==> config.mk <==
export PLATFORM = sky130hd
export DESIGN_NAME = pfsm_top
export DESIGN_NICKNAME = d
export VERILOG_FILES = /design/src/pfsm_pkg.sv /design/src/pfsm_prio.sv /design/src/pfsm_top.sv
export SDC_FILE = /design/constraint.sdc
export NUM_CORES = 1
export LEC_CHECK = 0
export ABC_CLOCK_PERIOD_IN_PS = 1300
export BUFFER_PORTS_ARGS = -buffer_cell sky130_fd_sc_hd__buf_2
export CORE_ASPECT_RATIO = 0.7
export CORE_MARGIN = 4
export CORE_UTILIZATION = 40
export CTS_CLUSTER_SIZE = 25
export DETAILED_ROUTE_END_ITERATION = 8
export PLACE_DENSITY = 0.69
export REMOVE_ABC_BUFFERS = 1
export SLEW_MARGIN = 20
export SYNTH_ARGS = -nofsm -noshare
export SYNTH_HDL_FRONTEND = slang
export SYNTH_HIERARCHICAL = 1
export SYNTH_SLANG_ARGS = --single-unit
==> constraint.sdc <==
create_clock -name i_ref_clk -period 1.3 [get_ports i_ref_clk]
set_input_delay 0.195 -clock i_ref_clk [delete_from_list [all_inputs] [get_ports i_ref_clk]]
set_output_delay 0.195 -clock i_ref_clk [all_outputs]
set_load 0.03 [all_outputs]
==> src/pfsm_pkg.sv <==
package pfsm_pkg;
  // pin function sources, lowest priority first
  localparam int PFSM_NSRC = 5;
  localparam logic [2:0] PFSM_SRC_PORT = 3'h0;
  localparam logic [2:0] PFSM_SRC_ALT1 = 3'h1;
  localparam logic [2:0] PFSM_SRC_ALT4 = 3'h4;
  // pins in the default configuration
  localparam int PFSM_NPIN = 8;
  // shared debug pin sits on pin index 4, sda on 2, scl on 3
  localparam int PFSM_DBG_PIN = 4;
  localparam int PFSM_SDA_PIN = 2;
  localparam int PFSM_SCL_PIN = 3;
  // register map on the plain register port
  localparam logic [3:0] PFSM_A_OPT = 4'h0;   // system_options_one
  localparam logic [3:0] PFSM_A_DAT = 4'h1;   // port data
  localparam logic [3:0] PFSM_A_DIR = 4'h2;   // port direction, 1 = output
  localparam logic [3:0] PFSM_A_PUE = 4'h3;   // pull-up enables
  localparam logic [3:0] PFSM_A_HDR = 4'h4;   // high drive select
  localparam logic [3:0] PFSM_A_IN = 4'h5;    // pin levels, read only
  // system_options_one fields
  localparam int PFSM_OPT_DBGEN = 0;          // debug_pin_enable
  localparam int PFSM_OPT_BGMODE = 1;         // active background mode, read only
  localparam int PFSM_OPT_IICPIN = 2;         // sda/scl serve the i2c function
  localparam logic [7:0] PFSM_OPT_RST = 8'h01;
  localparam logic [7:0] PFSM_ZERO8 = 8'h00;
  // debug bit time in debug clocks
  localparam int PFSM_DBG_BIT_CLKS = 16;
  // high-current pins as a mask
  localparam logic [7:0] PFSM_HICUR_MASK = 8'h30;
endpackage

==> src/pfsm_prio.sv <==
`timescale 1ns/1ps
// picks the highest-priority enabled function for one pin
module pfsm_prio
  import pfsm_pkg::*;
(
  input wire logic [pfsm_pkg::PFSM_NSRC-1:0] i_en,
  input wire logic [pfsm_pkg::PFSM_NSRC-1:0] i_out,
  input wire logic [pfsm_pkg::PFSM_NSRC-1:0] i_drv,
  output logic o_out,
  output logic o_drv,
  output logic o_per_in
);
  // higher index wins; port function (index 0) is always enabled
  always_comb
  begin
    o_out = i_out[0];
    o_drv = i_drv[0];
    o_per_in = 1'b0;
    for (int k = 1; k < PFSM_NSRC; k++)
    begin
      if (i_en[k])
      begin
        o_out = i_out[k];
        o_drv = i_drv[k];
        o_per_in = !i_drv[k];
      end
    end
  end
endmodule

==> src/pfsm_top.sv <==
// The implementer's own choices: the register offsets and the address-and-strobe port.
`timescale 1ns/1ps
// How it works
// - in reset, debug pin is mode input only
// - debug role: pull-up plus normal driver enabled
// - debug_pin_enable set by reset, cleared by software
// - sample mode pin at reset release
// - debug bit lasts sixteen debug clocks
// - releasing side drives brief high speedup pulse
// - input pull-ups per bit, off when output
// - sda/scl true open drain, pull-up kept in i2c mode
// - sda/scl pull-up off while driving low
// - debug pin as port bit: output only
// - pull-up allowed for peripheral inputs too
// - high drive selectable on driven high-current outputs
// - after reset all pins hi-z, no pull-up except the debug pin
// - highest enabled function owns the pin
// - any internal reset drives reset pin low
module pfsm_top
  import pfsm_pkg::*;
#(
  parameter int NPIN = pfsm_pkg::PFSM_NPIN
)
(
  input wire logic i_ref_clk,
  input wire logic i_rst,                      // internal reset, any source
  input wire logic [3:0] i_addr,
  input wire logic [7:0] i_wdata,
  input wire logic i_wr,
  input wire logic i_rd,
  output logic [7:0] o_rdata,
  input wire logic [NPIN-1:0] i_pin,           // pad levels
  input wire logic [NPIN*4-1:0] i_alt_en,      // alt1..alt4 enable per pin
  input wire logic [NPIN*4-1:0] i_alt_out,
  input wire logic [NPIN*4-1:0] i_alt_drv,     // alt drives the pin as output
  input wire logic i_dbg_tx_en,                // debug controller drives low bit
  input wire logic i_dbg_speedup,              // debug controller high pulse
  output logic [NPIN-1:0] o_pin_out,
  output logic [NPIN-1:0] o_pin_oe_n,          // low while driving
  output logic [NPIN-1:0] o_pin_pu,
  output logic [NPIN-1:0] o_pin_hidrv,
  output logic [NPIN-1:0] o_per_in,            // to peripherals
  output logic o_dbg_rx,                       // debug line level to controller
  output logic o_bg_mode,                      // active background mode
  output logic o_rst_pin_out,
  output logic o_rst_pin_oe_n
);

  ////////////////////////////////////////////////////////////////////////
  // state
  typedef struct packed {
    logic [7:0] opt_r;        // system_options_one
    logic [7:0] dat_r;
    logic [7:0] dir_r;
    logic [7:0] pue_r;
    logic [7:0] hdr_r;
    logic [7:0] rdata_r;
    logic in_rst_r;           // reset was active last cycle
    logic [NPIN-1:0] out_r;
    logic [NPIN-1:0] oe_n_r;
    logic [NPIN-1:0] pu_r;
    logic [NPIN-1:0] hd_r;
    logic [NPIN-1:0] pin_in_r;
    logic dbg_rx_r;
    logic rst_out_n_r;
    logic [NPIN-1:0] per_in_r;  // pin level handed to peripheral inputs
  } pfsm_st_t;

  pfsm_st_t st_r;
  pfsm_st_t st_nxt;

  // per-pin mux results
  logic [NPIN-1:0] mx_out;
  logic [NPIN-1:0] mx_drv;
  logic [NPIN-1:0] mx_pin_in;

  ////////////////////////////////////////////////////////////////////////
  // priority mux per pin, port function at the bottom
  genvar g;
  generate
    for (g = 0; g < NPIN; g++)
    begin : g_pin
      pfsm_prio u_prio
      (
        .i_en({i_alt_en[g*4 +: 4], 1'b1}),
        .i_out({i_alt_out[g*4 +: 4], st_r.dat_r[g]}),
        .i_drv({i_alt_drv[g*4 +: 4], st_r.dir_r[g]}),
        .o_out(mx_out[g]),
        .o_drv(mx_drv[g]),
        .o_per_in(mx_pin_in[g])
      );
    end
  endgenerate

  // register read decode, used for read data
  function automatic logic [7:0] rd_mux(input pfsm_st_t s, input logic [3:0] a,
                                        input logic [7:0] pins);
    case (a)
      PFSM_A_OPT: rd_mux = s.opt_r;
      PFSM_A_DAT: rd_mux = s.dat_r;
      PFSM_A_DIR: rd_mux = s.dir_r;
      PFSM_A_PUE: rd_mux = s.pue_r;
      PFSM_A_HDR: rd_mux = s.hdr_r;
      PFSM_A_IN: rd_mux = pins;
      default: rd_mux = PFSM_ZERO8;          // unmapped reads zero
    endcase
  endfunction

  ////////////////////////////////////////////////////////////////////////
  // next state
  always_comb
  begin
    logic port_in;
    logic iic_pin;
    logic [7:0] pins8;
    port_in = 1'b0;
    iic_pin = 1'b0;
    pins8 = PFSM_ZERO8;
    st_nxt = st_r;
    st_nxt.in_rst_r = i_rst;
    st_nxt.rdata_r = PFSM_ZERO8;
    for (int k = 0; k < NPIN && k < 8; k++)
      pins8[k] = st_r.pin_in_r[k];

    if (i_rst)
    begin
      // every reset sets the debug enable and clears port setup
      st_nxt.opt_r = PFSM_OPT_RST;
      st_nxt.dat_r = PFSM_ZERO8;
      st_nxt.dir_r = PFSM_ZERO8;
      st_nxt.pue_r = PFSM_ZERO8;
      st_nxt.hdr_r = PFSM_ZERO8;
      st_nxt.out_r = '0;
      st_nxt.oe_n_r = '1;                    // hi-z, no pull-up
      st_nxt.pu_r = '0;
      st_nxt.hd_r = '0;
      st_nxt.rst_out_n_r = 1'b0;             // drive reset pin low
      // debug pin is only a mode input now: pulled up, not driven
      st_nxt.pu_r[PFSM_DBG_PIN] = 1'b1;
    end
    else
    begin
      st_nxt.rst_out_n_r = 1'b1;
      // sample mode pin once, on the release edge of reset
      if (st_r.in_rst_r)
        st_nxt.opt_r[PFSM_OPT_BGMODE] = !i_pin[PFSM_DBG_PIN];
      // register writes; background mode bit is read only
      if (i_wr)
      begin
        case (i_addr)
          PFSM_A_OPT:
          begin
            st_nxt.opt_r[PFSM_OPT_DBGEN] = i_wdata[PFSM_OPT_DBGEN];
            st_nxt.opt_r[PFSM_OPT_IICPIN] = i_wdata[PFSM_OPT_IICPIN];
          end
          PFSM_A_DAT: st_nxt.dat_r = i_wdata;
          PFSM_A_DIR: st_nxt.dir_r = i_wdata;
          PFSM_A_PUE: st_nxt.pue_r = i_wdata;
          PFSM_A_HDR: st_nxt.hdr_r = i_wdata;
          default: st_nxt.rdata_r = st_nxt.rdata_r; // unmapped write ignored
        endcase
      end
      if (i_rd)
        st_nxt.rdata_r = rd_mux(st_r, i_addr, pins8);

      // pad controls from the mux, registered
      for (int k = 0; k < NPIN; k++)
      begin
        port_in = !mx_drv[k];
        iic_pin = st_r.opt_r[PFSM_OPT_IICPIN] &&
                  (k == PFSM_SDA_PIN || k == PFSM_SCL_PIN);
        st_nxt.out_r[k] = mx_out[k];
        st_nxt.oe_n_r[k] = !mx_drv[k];
        // pull-up only while input, per bit
        st_nxt.pu_r[k] = k < 8 ? st_r.pue_r[k % 8] && port_in : 1'b0;
        // high drive only on driven high-current pins
        st_nxt.hd_r[k] = k < 8 ? st_r.hdr_r[k % 8] && PFSM_HICUR_MASK[k % 8] &&
                         mx_drv[k] : 1'b0;
        if (k == PFSM_SDA_PIN || k == PFSM_SCL_PIN)
        begin
          // true open drain: drive only the low level
          st_nxt.out_r[k] = 1'b0;
          st_nxt.oe_n_r[k] = !(mx_drv[k] && !mx_out[k]);
          // i2c keeps pull-up as output, off while low
          if (iic_pin && mx_drv[k])
            st_nxt.pu_r[k] = st_r.pue_r[k] && mx_out[k];
        end
        if (k == PFSM_DBG_PIN)
        begin
          if (st_r.opt_r[PFSM_OPT_DBGEN])
          begin
            // debug role: pseudo open drain, high speedup pulse
            // bit timing of sixteen debug clocks lives in the controller
            st_nxt.pu_r[k] = 1'b1;
            st_nxt.out_r[k] = i_dbg_speedup;
            st_nxt.oe_n_r[k] = !(i_dbg_tx_en || i_dbg_speedup);
            st_nxt.hd_r[k] = 1'b0;
          end
          else
          begin
            // port role is output only, no pull-up
            st_nxt.pu_r[k] = 1'b0;
            st_nxt.oe_n_r[k] = !mx_drv[k];
          end
        end
      end
    end
    st_nxt.pin_in_r = i_pin;
    // gate with the next enable so the output is a plain flop
    st_nxt.dbg_rx_r = i_pin[PFSM_DBG_PIN] && st_nxt.opt_r[PFSM_OPT_DBGEN];
    // peripheral input, debug pin gives no input path as port
    st_nxt.per_in_r = mx_pin_in & i_pin;
    st_nxt.per_in_r[PFSM_DBG_PIN] = 1'b0;
  end

  ////////////////////////////////////////////////////////////////////////
  // state register
  always_ff @(posedge i_ref_clk)
  begin
    st_r <= st_nxt;
  end

  // outputs straight from flops, reset pin level tied low
  assign o_rdata = st_r.rdata_r;
  assign o_pin_out = st_r.out_r;
  assign o_pin_oe_n = st_r.oe_n_r;
  assign o_pin_pu = st_r.pu_r;
  assign o_pin_hidrv = st_r.hd_r;
  assign o_dbg_rx = st_r.dbg_rx_r;
  assign o_per_in = st_r.per_in_r;
  assign o_bg_mode = st_r.opt_r[PFSM_OPT_BGMODE];
  assign o_rst_pin_out = 1'b0;
  assign o_rst_pin_oe_n = st_r.rst_out_n_r;

  ////////////////////////////////////////////////////////////////////////
  // checks
  rst_pin_a: assert property (@(posedge i_ref_clk) i_rst |=> !o_rst_pin_oe_n)
    else $error("reset pin not driven during reset");
  dbg_set_a: assert property (@(posedge i_ref_clk) i_rst |=> o_pin_pu[PFSM_DBG_PIN] &&
    o_pin_oe_n[PFSM_DBG_PIN])
    else $error("debug pin not a pulled-up input in reset");
  dbg_en_a: assert property (@(posedge i_ref_clk) $fell(i_rst) |-> st_r.opt_r[0])
    else $error("debug enable not set after reset");
  mode_smp_a: assert property (@(posedge i_ref_clk) disable iff (i_rst)
    $fell(st_r.in_rst_r) |-> o_bg_mode == !$past(i_pin[PFSM_DBG_PIN]))
    else $error("mode pin not sampled at release");
  pu_out_a: assert property (@(posedge i_ref_clk) disable iff (i_rst)
    !o_pin_oe_n[0] |-> !o_pin_pu[0])
    else $error("pull-up on while driving");
  od_a: assert property (@(posedge i_ref_clk) disable iff (i_rst)
    !o_pin_oe_n[PFSM_SDA_PIN] |-> !o_pin_out[PFSM_SDA_PIN])
    else $error("open drain pin drove high");
  iic_low_a: assert property (@(posedge i_ref_clk) disable iff (i_rst)
    !o_pin_oe_n[PFSM_SCL_PIN] |-> !o_pin_pu[PFSM_SCL_PIN])
    else $error("i2c pull-up on while low");
  rst_hiz_a: assert property (@(posedge i_ref_clk) i_rst |=> o_pin_oe_n == '1 &&
    o_pin_pu[0] == 1'b0)
    else $error("pins not hi-z after reset");
  hd_a: assert property (@(posedge i_ref_clk) disable iff (i_rst)
    (o_pin_hidrv & ~PFSM_HICUR_MASK) == 8'h00)
    else $error("high drive on a low-current pin");
  c_bg_c: cover property (@(posedge i_ref_clk) $rose(o_bg_mode));
  c_port_c: cover property (@(posedge i_ref_clk) $fell(st_r.opt_r[0]) && !i_rst);
  c_iic_c: cover property (@(posedge i_ref_clk) o_pin_pu[PFSM_SDA_PIN] && o_pin_oe_n[2]);
endmodule

==> flow_summary.yaml <==
power:
  switching_share: 0.256
  power.share.clock: 0.412
  internal_power_mw: 4.84
  comb_power_share: 0.170
  p_switching_mw: 1.66
  cellLeakagePower_nw: 2.47
  p_seq_frac: 0.418
  power.total_mw: 6.50
  power_density_nw_per_um2: 1130
  ir_drop_v: 0.000672
worst_setup_path:
  critPathSlowestCell: "a221o_1"
  cp_top_family: "compound AO/OA/AOI/OAI gates"
  crit_path_start_kind: "flop"
  critical_path.max_stage_delay_ns: 0.35
  r2r_cells: 3
  cp_num_cells: 3
  required_ns: 1.56
  crit_end: "o_pin_pu[7]$_SDFF_PP0_"
  worst-path-buf-inv: 0
  path_cells: "a211o_2, a221o_1, nor3b_1"
  criticalPathCategory: "flop to flop"
  critPathArrivalTime_ns: 1.53
  endpoint_kind: "flop"
  startpoint: "st_r[82]$_SDFFE_PP0P_"
  crit_fanout: 3
  r2r_end: "o_pin_pu[7]$_SDFF_PP0_"
  rr_startpoint: "st_r[82]$_SDFFE_PP0P_"
  ff2ff_setup_slack_ns: 0.02
cells_and_area:
  drive_above_1_share: 0.422
  final_nets: 769
  final_cell_mix: "163 x buf_2, 84 x dfxtp_1, 42 x a21oi_1"
  regArea_um2: 1700
  multi_input_area_um2: 2340
  layout.cells.non_filler: 805
  fill_cells: 1063
  final_area_um2: 5760
  syn2layout_area_growth_pct: 27.9
  final_util: 0.523
  layout.cells.most_common: "buf_2"
  diodes: 0
placed_design:
  dp.cells: 781
  portBuffers: 163
  hpwl_um: 10000
  pre_cts_slack_ns: -0.0463
  gp_congestion: 0.862
  post_dp_cell_area_um2: 5320
clocking:
  cts_tree: "yes"
  htree_levels: 3
  cts_root_buffer: "clkbuf_16"
  cts_buffer_depth: 2
  clkLatencyLatePin_ns: 0.34
  cts_setup_buffers: 0
  clock_sinks: 85
  path_clk_slew_ns: 0.06
  cts_buffers: 9
timing:
  finalSetupTns_ns: 0
  layout_setup_ws_ns: 0.0206
  min_period_over_period: 0.984
  hold_ws_ns: 0.117
  finClkSkew_ns: 0.00663
  final_max_slew_viol_count: 0
  max_freq_mhz: 782
  setup_viol_count_final: 0
  hold_viol_final: 0
  final.min_clock_period_ns: 1.28
synthesis:
  yosysWarnings: 6
  syn_area_um2: 4500
  syn_area_per_cell_um2: 9.12
  syn-instance-count: 494
route:
  vias: 4165
  drtPass1Iterations: 4
  drt_iter0_drc: 250
  wire_per_inst_um: 16.1
  wirelength_um: 13000
  drc_errors: 0
  via_per_inst: 5.17
  ant_nets: 0
global_routing:
  antenna_found_initial: 1
  grt_pass1_wl_um: 21000
  grt.busiest_layer: "met2"
  grt_util_met3: 0.0650
  track_usage: 0.200
  grt_pass1_vias: 4258
  grt_max_degree: 24
  grt_overflow_total: 0
  met1_usage: 0.260
  gr-usage-met2: 0.318
floorplanning:
  core-area_um2: 11000
  die_h_um: 96.8
  dieArea_um2: 13100
  io-pin-count: 174
  die_width_um: 135
  initial_core_util: 0.409
  rows: 32
run:
  maxCapViolations: 0
worst_hold_path:
  hold_path_class: "primary input to flop"
outcome:
  outcome: "completed"
layer usage:
layer	vias up	share of wire
li1	2042	-
met1	1943	0.44
met2	155	0.46
met3	23	0.084
met4	2	0.017
met5	-	0.0010
worst min-delay path by stage:
stage / slack, ns / depth (start not counted) / end / from
final: 0.12 / 3 / o_pin_out[4]$_SDFF_PP0_ / i_dbg_speedup
after global routing: 0.14 / 3 / st_r[68]$_SDFFE_PP0P_ / i_wdata[1]
after CTS: 0.11 / 3 / o_pin_out[4]$_SDFF_PP0_ / i_dbg_speedup
after detailed placement: 0.31 / 1 / st_r[12]$_DFF_P_ / i_pin[2]
after global placement: 0.31 / 1 / st_r[11]$_DFF_P_ / i_pin[1]
after floorplan: 0.22 / 0 / st_r[10]$_DFF_P_ / i_pin[0]
area by class of cell:
type / instances / area share
timing repair buffer: 207 / 0.205
sequential: 85 / 0.295
inverter: 10 / 0.00651
clock inverter: 4 / 0.0126
multi-input combinational: 334 / 0.407
tap: 153 / 0.0332
clock buffer: 12 / 0.0410
flip-flops by register name, indices dropped and copies added, names as in the netlist:
name	cells
st_r	43
o_rst_pin_oe_n	1
o_dbg_rx	1
o_pin_out	6
o_pin_oe_n	8
o_pin_pu	8
o_rdata	8
o_bg_mode	1
o_per_in	7
o_pin_hidrv	2
timing repair:
item,4_1_cts,5_1_grt
endpoints found under the hold margin,8,0
setup endpoints to repair,2,14
resized for setup,2,20
pin swaps,0,4
hold buffers,8,0
power by group through the flow:
stage          Sequential [mW]  Clock [mW]  Combinational (mW)
3_3_place_gp              2.77           0                1.03
6_report                  2.72        2.68                1.11
4_1_cts                   2.72        2.72                1.08
3_5_place_dp              2.78           0                1.06
2_1_floorplan             2.88           0               0.377
5_1_grt                   2.72        2.84                1.20
worst min-delay path, delay by kind of cell:
family | cells | cell delay [ns]
buffers and inverters | 1 | 0.09
multiplexers | 1 | 0.06
AND/OR/NAND/NOR | 1 | 0.08
Power figures use the tool's default switching activity.
